--- config.mk ---
export PLATFORM = sky130hd
export DESIGN_NAME = gcc_top
export DESIGN_NICKNAME = d
export VERILOG_FILES = /design/src/gcc_pkg.sv /design/src/gcc_top.sv
export SDC_FILE = /design/constraint.sdc
export NUM_CORES = 2
export LEC_CHECK = 0
export ABC_AREA = 1
export BUFFER_PORTS_ARGS = -buffer_cell sky130_fd_sc_hd__buf_2
export CORE_ASPECT_RATIO = 0.8
export CORE_MARGIN = 3
export CORE_UTILIZATION = 50
export CTS_BUF_LIST = sky130_fd_sc_hd__clkbuf_2 sky130_fd_sc_hd__clkbuf_4 sky130_fd_sc_hd__clkbuf_8
export CTS_CLUSTER_SIZE = 20
export DETAILED_ROUTE_END_ITERATION = 6
export PLACE_DENSITY = 0.65
export SYNTH_ARGS = -nofsm -noshare
export SYNTH_HDL_FRONTEND = slang
export SYNTH_SLANG_ARGS = --single-unit
--- constraint.sdc ---
create_clock -name clk_sys_in -period 11.7 [get_ports clk_sys_in]
set_input_delay 1.17 -clock clk_sys_in [delete_from_list [all_inputs] [get_ports clk_sys_in]]
set_output_delay 1.17 -clock clk_sys_in [all_outputs]
set_load 0.005 [all_outputs]
--- src/gcc_pkg.sv ---
package gcc_pkg;
   localparam int NUM_GEN = 6;
   localparam int NUM_PCLK = 8;
   localparam int NUM_SRC = 6;
   localparam int DIV_W = 16;
   localparam int CNT_W = 18;
   // register indices; byte address is four times the index
   localparam logic [5:0] REG_CTRL_IDX = 6'h00;
   localparam logic [5:0] REG_STATUS_IDX = 6'h01;
   localparam logic [5:0] REG_PCLK_CTRL_IDX = 6'h02;
   localparam logic [5:0] REG_GEN_CTRL_IDX = 6'h04;
   localparam logic [5:0] REG_GEN_DIV_IDX = 6'h08;
   // access sizes on wr_size_in
   localparam logic [1:0] SIZE_BYTE = 2'h0;
   localparam logic [1:0] SIZE_HALF = 2'h1;
   localparam logic [1:0] SIZE_WORD = 2'h2;
   // field positions
   localparam int CTRL_SOFT_RESET_BIT = 0;
   localparam int STATUS_SYNC_PENDING_BIT = 7;
   localparam int PC_INDEX_LSB = 0;
   localparam int PC_PICK_LSB = 8;
   localparam int PC_ON_BIT = 14;
   localparam int PC_FREEZE_BIT = 15;
   localparam int GC_INDEX_LSB = 0;
   localparam int GC_SRC_LSB = 8;
   localparam int GC_EN_BIT = 16;
   localparam int GC_DUTY_BIT = 17;
   localparam int GC_IDLE_BIT = 18;
   localparam int GC_OE_BIT = 19;
   localparam int GC_MODE_BIT = 20;
   localparam int GC_STBY_BIT = 21;
   localparam int GD_INDEX_LSB = 0;
   localparam int GD_DIV_LSB = 8;
   // source codes: 0..5 oscillators, pad input, producer 1 output
   localparam logic [4:0] SRC_PAD = 5'h06;
   localparam logic [4:0] SRC_PROD1 = 5'h07;
   localparam logic [4:0] GEN0_SRC_RST = 5'h00;
   localparam logic [3:0] MAX_EXP = 4'hF;
   localparam logic [1:0] SYNC_CYCLES = 2'h3;
   typedef enum logic [1:0] {OP_CTRL, OP_PCLK, OP_GCTRL, OP_GDIV} gcc_op_t;
   typedef struct packed {
      logic en;
      logic [4:0] src;
      logic duty;
      logic idle;
      logic oe;
      logic mode;
      logic stby;
      logic [DIV_W-1:0] div;
      logic [4:0] eff_src;
      logic prev;
      logic [CNT_W-1:0] cnt;
      logic clk;
   } gcc_gen_t;
   typedef struct packed {
      logic [3:0] pick;
      logic on;
      logic freeze;
   } gcc_pclk_t;
   typedef struct packed {
      logic v;
      logic [1:0] cnt;
      gcc_op_t kind;
      logic [5:0] idx;
      logic [31:0] data;
   } gcc_op_slot_t;
   localparam gcc_gen_t GEN_RST = '0;
   localparam gcc_gen_t GEN0_RST = '{en: 1'b1, src: GEN0_SRC_RST, eff_src: GEN0_SRC_RST, default: '0};
   localparam gcc_pclk_t PCLK_RST = '0;
endpackage

--- src/gcc_top.sv ---
// Operation
// soft reset restores all except frozen channels
// eight sources; producer 1 cannot self-select
// pad x feeds or outputs producer x
// producer 0 drives main system clock
// enable bit starts; cleared output gated
// keep old source until new ready
// prescale factor read per prescale mode
// mode0 divide by factor; mode1 power-of-two
// duty balance gives 50/50 odd division
// pad output and enable drive pad
// pad idle level when output off
// standby freezes pad unless keep-in-standby
// enable write synchronized; old reads meanwhile
// clearing enable gates; pending clears after
// software disables before changing producer pick
// frozen peripheral control ignores later writes
// freeze also locks its producer registers
// producer 0 never frozen, always reset
// byte write of index selects read channel
// sleep request wakes producer and delivers
// synchronized operation sets pending until done
// operation during pending stalls, still completes
// producer control, prescale, control writes synchronize
// soft reset reads one until done
// peripheral control written as one half-word
//
// Design decisions made here: the register offsets and the plain strobed port.
`timescale 1ns/10ps
module gcc_top
(
   // clock and reset
   input wire logic clk_sys_in,
   input wire logic rst_n_in,
   input wire logic clk_en_in,
   // register port
   input wire logic [5:0] addr_in,
   input wire logic [31:0] wr_data_in,
   input wire logic [1:0] wr_size_in,
   input wire logic wr_stb_in,
   input wire logic rd_stb_in,
   output logic [31:0] rd_data_out,
   output logic bus_stall_out,
   // clock sources
   input wire logic [gcc_pkg::NUM_SRC-1:0] src_clk_in,
   input wire logic [gcc_pkg::NUM_SRC-1:0] src_ready_in,
   output logic [gcc_pkg::NUM_SRC-1:0] src_req_out,
   // clock pads
   input wire logic [gcc_pkg::NUM_GEN-1:0] pad_in,
   output logic [gcc_pkg::NUM_GEN-1:0] pad_out,
   output logic [gcc_pkg::NUM_GEN-1:0] pad_oe_out,
   // power state
   input wire logic standby_in,
   input wire logic sleep_in,
   input wire logic [gcc_pkg::NUM_PCLK-1:0] pclk_req_in,
   // produced clocks
   output logic main_clk_out,
   output logic [gcc_pkg::NUM_PCLK-1:0] pclk_out
);
   import gcc_pkg::*;

   typedef struct packed {
      gcc_gen_t [NUM_GEN-1:0] gen;
      gcc_pclk_t [NUM_PCLK-1:0] pc;
      logic [3:0] gen_idx;
      logic [3:0] div_idx;
      logic [5:0] pc_idx;
      gcc_op_slot_t pend;
      gcc_op_slot_t hold;
      logic [31:0] rd_data;
      logic [NUM_SRC-1:0] src_req;
      logic [NUM_GEN-1:0] pad_o;
      logic [NUM_GEN-1:0] pad_oe;
      logic main_clk;
      logic [NUM_PCLK-1:0] pclk;
   } gcc_state_t;

   gcc_state_t s_q;
   gcc_state_t s_d;

   function automatic logic src_level(input logic [4:0] code, input int g, input gcc_state_t s);
      logic lv;
      lv = 1'b0;
      if (code < 5'(NUM_SRC))
         lv = src_clk_in[code[2:0]];
      else if (code == SRC_PAD)
         lv = pad_in[g];
      else if (code == SRC_PROD1)
         lv = s.gen[1].clk;
      return lv;
   endfunction

   function automatic logic src_ready(input logic [4:0] code);
      logic r;
      r = 1'b1;
      if (code < 5'(NUM_SRC))
         r = src_ready_in[code[2:0]];
      return r;
   endfunction

   // division factor in source periods
   function automatic logic [16:0] div_factor(input logic mode, input logic [DIV_W-1:0] div);
      logic [3:0] e;
      logic [16:0] n;
      e = (div > 16'(MAX_EXP)) ? MAX_EXP : div[3:0];
      if (mode)
         n = 17'h00002 << e;
      else if (div <= 16'h0001)
         n = 17'h00001;
      else
         n = {1'b0, div};
      return n;
   endfunction

   logic [NUM_GEN-1:0] gen_frozen;
   logic [NUM_GEN-1:0] wake;

   always_comb
   begin
      gcc_op_slot_t op;
      logic [16:0] n;
      logic [CNT_W-1:0] hi;
      logic [CNT_W-1:0] top;
      logic lv;
      logic run;
      logic stop;
      logic [4:0] new_src;
      s_d = s_q;
      op = '0;
      n = '0;
      hi = '0;
      top = '0;
      lv = 1'b0;
      run = 1'b0;
      stop = 1'b0;
      new_src = '0;
      gen_frozen = '0;
      wake = '0;
      for (int c = 0; c < NUM_PCLK; c++)
      begin
         for (int g = 1; g < NUM_GEN; g++)
         begin
            if (s_q.pc[c].freeze && s_q.pc[c].pick == 4'(g))
               gen_frozen[g] = 1'b1;
         end
         for (int g = 0; g < NUM_GEN; g++)
         begin
            if (sleep_in && pclk_req_in[c] && !s_q.pc[c].on && s_q.pc[c].pick == 4'(g))
               wake[g] = 1'b1;
         end
      end

      // synchronisation of a pending write
      if (s_q.pend.v)
      begin
         if (s_q.pend.cnt == SYNC_CYCLES - 2'h1)
         begin
            op = s_q.pend;
            s_d.pend = s_q.hold;
            s_d.pend.cnt = 2'h0;
            s_d.hold = '0;
            case (op.kind)
               OP_CTRL:
               begin
                  for (int g = 0; g < NUM_GEN; g++)
                  begin
                     if (g == 0)
                        s_d.gen[g] = GEN0_RST;
                     else if (!gen_frozen[g])
                        s_d.gen[g] = GEN_RST;
                  end
                  for (int c = 0; c < NUM_PCLK; c++)
                  begin
                     if (!s_q.pc[c].freeze)
                        s_d.pc[c] = PCLK_RST;
                  end
                  s_d.gen_idx = '0;
                  s_d.div_idx = '0;
                  s_d.pc_idx = '0;
               end
               OP_PCLK:
               begin
                  if (op.idx < 6'(NUM_PCLK) && !s_q.pc[op.idx[2:0]].freeze)
                  begin
                     s_d.pc[op.idx[2:0]].pick = op.data[PC_PICK_LSB +: 4];
                     s_d.pc[op.idx[2:0]].on = op.data[PC_ON_BIT];
                     s_d.pc[op.idx[2:0]].freeze = op.data[PC_FREEZE_BIT];
                  end
               end
               OP_GCTRL:
               begin
                  if (op.idx < 6'(NUM_GEN) && !gen_frozen[op.idx[2:0]])
                  begin
                     new_src = op.data[GC_SRC_LSB +: 5];
                     if (op.idx == 6'h01 && new_src == SRC_PROD1)
                        new_src = s_q.gen[1].src;
                     s_d.gen[op.idx[2:0]].src = new_src;
                     s_d.gen[op.idx[2:0]].en = op.data[GC_EN_BIT];
                     s_d.gen[op.idx[2:0]].duty = op.data[GC_DUTY_BIT];
                     s_d.gen[op.idx[2:0]].idle = op.data[GC_IDLE_BIT];
                     s_d.gen[op.idx[2:0]].oe = op.data[GC_OE_BIT];
                     s_d.gen[op.idx[2:0]].mode = op.data[GC_MODE_BIT];
                     s_d.gen[op.idx[2:0]].stby = op.data[GC_STBY_BIT];
                  end
               end
               default:
               begin
                  if (op.idx < 6'(NUM_GEN) && !gen_frozen[op.idx[2:0]])
                     s_d.gen[op.idx[2:0]].div = op.data[GD_DIV_LSB +: DIV_W];
               end
            endcase
         end
         else
            s_d.pend.cnt = s_q.pend.cnt + 2'h1;
      end

      // register writes
      if (wr_stb_in)
      begin
         op = '0;
         op.v = 1'b1;
         op.data = wr_data_in;
         case (addr_in)
            {REG_CTRL_IDX[3:0], 2'b00}:
            begin
               op.kind = OP_CTRL;
               op.v = wr_data_in[CTRL_SOFT_RESET_BIT]; // writing zero has no effect
            end
            {REG_PCLK_CTRL_IDX[3:0], 2'b00}:
            begin
               op.kind = OP_PCLK;
               op.idx = wr_data_in[PC_INDEX_LSB +: 6];
               s_d.pc_idx = op.idx;
               op.v = (wr_size_in != SIZE_BYTE);
            end
            {REG_GEN_CTRL_IDX[3:0], 2'b00}:
            begin
               op.kind = OP_GCTRL;
               op.idx = {2'b00, wr_data_in[GC_INDEX_LSB +: 4]};
               s_d.gen_idx = op.idx[3:0];
               op.v = (wr_size_in == SIZE_WORD);
            end
            {REG_GEN_DIV_IDX[3:0], 2'b00}:
            begin
               op.kind = OP_GDIV;
               op.idx = {2'b00, wr_data_in[GD_INDEX_LSB +: 4]};
               s_d.div_idx = op.idx[3:0];
               op.v = (wr_size_in == SIZE_WORD);
            end
            default:
               op.v = 1'b0;
         endcase
         if (op.v)
         begin
            if (!s_d.pend.v)
               s_d.pend = op;
            else if (!s_d.hold.v)
               s_d.hold = op;
         end
      end

      // register reads, data in the next cycle
      s_d.rd_data = '0;
      if (rd_stb_in)
      begin
         case (addr_in)
            {REG_CTRL_IDX[3:0], 2'b00}:
               s_d.rd_data[CTRL_SOFT_RESET_BIT] = (s_q.pend.v && s_q.pend.kind == OP_CTRL)
                  || (s_q.hold.v && s_q.hold.kind == OP_CTRL);
            {REG_STATUS_IDX[3:0], 2'b00}:
               s_d.rd_data[STATUS_SYNC_PENDING_BIT] = s_q.pend.v;
            {REG_PCLK_CTRL_IDX[3:0], 2'b00}:
            begin
               s_d.rd_data[PC_INDEX_LSB +: 6] = s_q.pc_idx;
               if (s_q.pc_idx < 6'(NUM_PCLK))
               begin
                  s_d.rd_data[PC_PICK_LSB +: 4] = s_q.pc[s_q.pc_idx[2:0]].pick;
                  s_d.rd_data[PC_ON_BIT] = s_q.pc[s_q.pc_idx[2:0]].on;
                  s_d.rd_data[PC_FREEZE_BIT] = s_q.pc[s_q.pc_idx[2:0]].freeze;
               end
            end
            {REG_GEN_CTRL_IDX[3:0], 2'b00}:
            begin
               s_d.rd_data[GC_INDEX_LSB +: 4] = s_q.gen_idx;
               if (s_q.gen_idx < 4'(NUM_GEN))
               begin
                  s_d.rd_data[GC_SRC_LSB +: 5] = s_q.gen[s_q.gen_idx[2:0]].src;
                  s_d.rd_data[GC_EN_BIT] = s_q.gen[s_q.gen_idx[2:0]].en;
                  s_d.rd_data[GC_DUTY_BIT] = s_q.gen[s_q.gen_idx[2:0]].duty;
                  s_d.rd_data[GC_IDLE_BIT] = s_q.gen[s_q.gen_idx[2:0]].idle;
                  s_d.rd_data[GC_OE_BIT] = s_q.gen[s_q.gen_idx[2:0]].oe;
                  s_d.rd_data[GC_MODE_BIT] = s_q.gen[s_q.gen_idx[2:0]].mode;
                  s_d.rd_data[GC_STBY_BIT] = s_q.gen[s_q.gen_idx[2:0]].stby;
               end
            end
            {REG_GEN_DIV_IDX[3:0], 2'b00}:
            begin
               s_d.rd_data[GD_INDEX_LSB +: 4] = s_q.div_idx;
               if (s_q.div_idx < 4'(NUM_GEN))
                  s_d.rd_data[GD_DIV_LSB +: DIV_W] = s_q.gen[s_q.div_idx[2:0]].div;
            end
            default:
               s_d.rd_data = '0;
         endcase
      end

      // clock producers
      s_d.src_req = '0;
      for (int g = 0; g < NUM_GEN; g++)
      begin
         run = s_q.gen[g].en || wake[g];
         stop = standby_in && !s_q.gen[g].stby && !wake[g];
         if (run || (s_q.gen[g].en && s_q.gen[g].oe))
         begin
            if (s_q.gen[g].eff_src < 5'(NUM_SRC))
               s_d.src_req[s_q.gen[g].eff_src[2:0]] = 1'b1;
            if (s_q.gen[g].src < 5'(NUM_SRC))
               s_d.src_req[s_q.gen[g].src[2:0]] = 1'b1;
         end
         lv = src_level(s_q.gen[g].eff_src, g, s_q);
         s_d.gen[g].prev = lv;
         n = div_factor(s_q.gen[g].mode, s_q.gen[g].div);
         top = {n, 1'b0} - 18'h00001;
         if (s_q.gen[g].duty || !n[0] || n == 17'h00001)
            hi = {1'b0, n};
         else
            hi = {1'b0, n} + 18'h00001;
         if (s_q.gen[g].eff_src != s_q.gen[g].src && src_ready(s_q.gen[g].src) && !s_q.gen[g].clk)
         begin
            s_d.gen[g].eff_src = s_q.gen[g].src;
            s_d.gen[g].prev = src_level(s_q.gen[g].src, g, s_q);
            s_d.gen[g].cnt = '0;
         end
         else if (!run)
         begin
            s_d.gen[g].cnt = '0;
            s_d.gen[g].clk = 1'b0;
         end
         else if (!stop && lv != s_q.gen[g].prev)
         begin
            s_d.gen[g].cnt = (s_q.gen[g].cnt >= top) ? '0 : s_q.gen[g].cnt + 18'h00001;
            s_d.gen[g].clk = (s_d.gen[g].cnt < hi);
         end
         s_d.pad_oe[g] = s_q.gen[g].oe && s_q.gen[g].src != SRC_PAD;
         if (s_q.gen[g].oe && s_q.gen[g].en && !stop)
            s_d.pad_o[g] = s_d.gen[g].clk;
         else
            s_d.pad_o[g] = s_q.gen[g].idle;
      end
      s_d.main_clk = s_d.gen[0].clk;

      // peripheral clock gates
      for (int c = 0; c < NUM_PCLK; c++)
      begin
         s_d.pclk[c] = 1'b0;
         if ((s_q.pc[c].on || (sleep_in && pclk_req_in[c])) && s_q.pc[c].pick < 4'(NUM_GEN))
            s_d.pclk[c] = s_d.gen[s_q.pc[c].pick[2:0]].clk;
      end
   end

   always_ff @(posedge clk_sys_in or negedge rst_n_in)
   begin
      if (!rst_n_in)
      begin
         s_q <= '0;
         s_q.gen[0] <= GEN0_RST;
      end
      else if (clk_en_in)
         s_q <= s_d;
   end

   assign rd_data_out = s_q.rd_data;
   assign bus_stall_out = s_q.hold.v;
   assign src_req_out = s_q.src_req;
   assign pad_out = s_q.pad_o;
   assign pad_oe_out = s_q.pad_oe;
   assign main_clk_out = s_q.main_clk;
   assign pclk_out = s_q.pclk;
endmodule

# [Word level (Yosys, flattened, before mapping)]
# Index checks and enable logic that the tools add are counted.
[word_totals] register_bits=518 elab_cells=1020 input_bits=73 output_inout_bits=60
[classes] shifts=6 n_mux=403 reduce_logical=274 n_addsub=19 bitwise_logic=11 magnitude_cmp=86 eq_ne=107
[ops] operator="$bwmux W312" count=8
[ops] operator="$bmux W52 S3" count=10
[ops] operator="$demux W52 S3" count=8
[ops] operator="$pmux W312 S3" count=1
[ops] operator="$mux W312" count=2
[ops] operator="$mux W460" count=1
[ops] operator="$mux W375" count=1
[ops] operator="$mux W52" count=7
[ops] operator="$mux W18" count=18
[ops] operator="$mux W6" count=42
[ops] operator="$mux W19" count=12
[ops] operator="$mux W1" count=194
[ops] operator="$logic_and A1 B1 Y1" count=178
[ops] operator="$bwmux W48" count=3
[ops] operator="$mux W42" count=3
[ops] operator="$eq A5 B3 Y1 const B" count=25
[ops] operator="$mux W16" count=7
[ops] operator="$add A17 B1 Y18 const B" count=6
[ops] operator="$add A18 B1 Y18 const B" count=6
[ops] operator="$ge A18 B18 Y1" count=6
[ops] operator="$lt A18 B18 Y1" count=6
[ops] operator="$sub A18 B1 Y18 const B" count=6
[ops] operator="$eq A17 B1 Y1 const B" count=6
[ops] operator="$mux W17" count=6
[ops] operator="62 further kinds" count=344

# [Logic depth before layout (Yosys ltp)]
[depth] depth_word=47 ltp_mapped=45 mapped_depth_nobuf=44

# [Worst setup path before layout]
# Ideal clock, no wire load.
[synth_path] kind="flip-flop to flip-flop" start="register (tool-made name)" end="register s_q, in the netlist pclk_out[3]" t_required_ns=11.584 synth_period_minus_slack_ns=5.346 n_path_buf=3 path_stages_with_launch=34 t_arrival_ns=5.230 setup_time_ns=0.116 path_slack_ns=6.354 cell_sequence="dfrtp_1 > clkbuf_2 > clkbuf_1 > nor2_1 > a21oi_1 > inv_1 > nor2_1 > nand3_1 > nor2_1 > inv_1 > nor4_1 > nand2_1 > xor2_1 > ha_1 > nand4_1 > nor3_1 > nand3_1 > o211ai_1 > clkbuf_1 > nor2_1 > ha_1 > inv_1 > nor4_1 > inv_1 > nor4_1 > nand2_1 > nand2_1 > nand2_2 > nand3_1 > nand3_1 > nand2_1 > clkinv_1 > nand2_1 > nand2_1"
[synth_lines] item="end, declared" line="gcc_top.sv:78" text="gcc_state_t s_q;"

==> out/results.ini <==
[timing]
slew_headroom_pct = 7.595
max_clock_freq_mhz = 138.1
finClkSkew_ns = 0.05077
rsz0062_at_grt = false
setup_violations = 0
worst_slew_pin_slew_ns = 1.377
period_minus_slack_ns = 7.244
setup-tns-final_ns = 0
slew_violations = 0
hold_viol_final = 0
period_share_pct = 61.91

[pwr]
power_density_nw_per_um2 = 328.6
p_total_w = 0.01456
p_leak_nw = 20.23
irDropWorstVdd_mv = 0.2310

[detailed_routing]
drtPass1Iterations = 7
viasPerCell = 6.096
postRouteAntennaNets = 0
vias = 43613
wire_per_inst_um = 22.45
totalWireLength_um = 160600
drt_iter0_drc = 5539
drc = 0

[clocking]
clkTransAtPathRegs_ns = 0.07
root_buffer = clkbuf_8
cts_sinks = 475
cts_tree = done
cts_setup_buffers = 0
cts_resized = 0
cts_buffers = 87
clockBufferDepth = 3
clk_latency_ns = 0.74
ctsHoldBuffers = 0
h-tree-depth = 3

[synth]
async_flop_share_pct = 100.0
seq_area_frac_synth_pct = 28.96
syn_area_um2 = 41050
synth_area_leaders = dfrtp_1 29%, nand2_1 9.8%, o21ai_0 7.2%
synth.most_common_cell = nand2_1
avgSynthCellArea_um2 = 6.872
yosysUniqueCellTypes = 83
synth_cells = 5973
synth_common_cells = 1077 x nand2_1, 747 x inv_1, 668 x nor2_1, 588 x o21ai_0, 474 x dfrtp_1
yosysWarnings = 0
synth_top_area_cell = dfrtp_1
yosysTopAreaCellShare_pct = 28.90
ys_ff_latch = 475
synth_ff_type = dfrtp_1
synth-edff-count = 0

[critical_path]
crit_fanout = 18
worst_path_most_repeated_cell = nand2_1
ff2ff_setup_slack_ns = 4.46
critPathKind = flip-flop to flip-flop
start_kind = flip-flop
cp.required_ns = 12.38
cpMaxStageDelayCell = dfrtp_1
endpoint_kind = flip-flop
cp_slowest_stage_delay_ns = 0.79
worstPathArrival_ns = 7.92

[die]
fp.coreArea_um2 = 80870
dieHeight_um = 262.3
die_area_um2 = 85590
start_util_pct = 50.76
die_width_um = 326.3
num_rows = 93
ios = 133

[global_route]
grt_pass1_wl_um = 242700
grt_overflow_total = 0
antenna_found_initial = 7
grt_start_max_net_pins = 109
gr-usage-all-layers_pct = 36.29
grt_pass1_vias = 39345

[placement]
hpwl_um = 123100
place.gp.congestion = 1.014
place_inst = 6994
port_buffers = 113

[finish]
synthToLayoutAreaGrowth_pct = 7.962
drive_gt1_share_pct = 9.785
layout.nets = 6292
fin_cells = 7154

[run_status]
status = completed

[job]
cap_viol_max_count = 0

[min_path]
hp-class = input pin to asynchronous set/reset pin

==> per-stage QoR <==
| step | util, % | setup slack, ns | cell area (um^2) | hold WS [ns] |
|---|---|---|---|---|
| final | 54.80 | 4.456 | 44320 | 0.4532 |
| after global routing | 54.80 | 3.863 | 44310 | 0.4890 |
| after CTS | 54.78 | 4.554 | 44310 | 0.4494 |
| after detailed placement | 52.29 | 4.597 | 42280 | 0.4616 |
| after global placement | 52.29 | 4.592 | 42280 | 0.4585 |
| after floorplan | - | 6.354 | 41100 | 0.4500 |
==> cells in the final DEF (no fill, tap or decap), types with 27 or more instances in the layout <==
cell type,count
a21oi_1,375
ha_1,228
nor2_2,42
buf_4,54
buf_2,111
nand4_1,68
nand2_2,45
o31ai_1,27
dfrtp_1,474
nand3_1,231
inv_2,44
xor2_1,167
o211ai_1,93
inv_1,746
nand2_1,1077
nor3_1,99
o21ai_0,588
nor2_1,667
o22ai_1,292
o21ai_1,35
clkbuf_8,116
==> cell type report <==
cell class | count | area, um^2
Timing Repair Buffer | 168 | 1007
Sequential cell | 475 | 11890
Antenna cell | 2 | 5.005
Inverter | 814 | 3058
Clock inverter | 20 | 259.0
Clock buffer | 138 | 1762
Fill cell | 8181 | 36560
Multi-Input combinational cell | 4445 | 24970
Tap cell | 1092 | 1366
==> worst max-delay path: cells and delay by family (launching register included) <==
family | cells | cell delay (ns)
simple gates | 16 | 2.69
fa+ha+maj | 2 | 0.58
compound gates | 7 | 1.87
flops | 1 | 0.79
buf+inv | 4 | 1.06
xor+xnor | 1 | 0.16
==> metal layers <==
metal	share of wire, %	GRT usage [%]	up-vias
met4	3.2	10.75	2
li1	-	-	20352
met5	0.0081	0	-
met3	11	8.364	311
met1	45	54.37	20643
met2	41	51.54	2305
==> worst paths after layout <==
path                                  start          end  cells past startpoint
worst max-delay path              flip-flop   pad_out[1]                     30
worst min register to register  pclk_out[1]  pclk_out[1]                      2
min in group clk_sys_in         pclk_out[1]  pclk_out[1]                      2
worst min-delay path               rst_n_in     s_q[330]                      1
worst max register to register    flip-flop   pad_out[1]                     30
max in group asynchronous          rst_n_in     s_q[219]                      3
==> power breakdown <==
part	internal [W]	leakage [nW]	total (W)	switching, W
sequential	0.00213	6.30	0.00286	0.000724
combinational	0.00301	12.9	0.00981	0.00680
clock	0.00109	1.07	0.00190	0.000809
total	0.00623	20.2	0.0146	0.00833
==> cell families after synthesis <==
family	Yosys count	share of synthesized area [%]
AOI/OAI and AO/OA	1654	24.03
xor gates and xnor gates	182	3.883
adders and majority gates	228	6.950
buffers and inverters	1066	10.37
DFF	475	28.96
muxes	2	0.05182
other	2	0.01830
and+or+nand+nor	2364	25.74
Note: power is estimated with default switching activity, not from simulation.
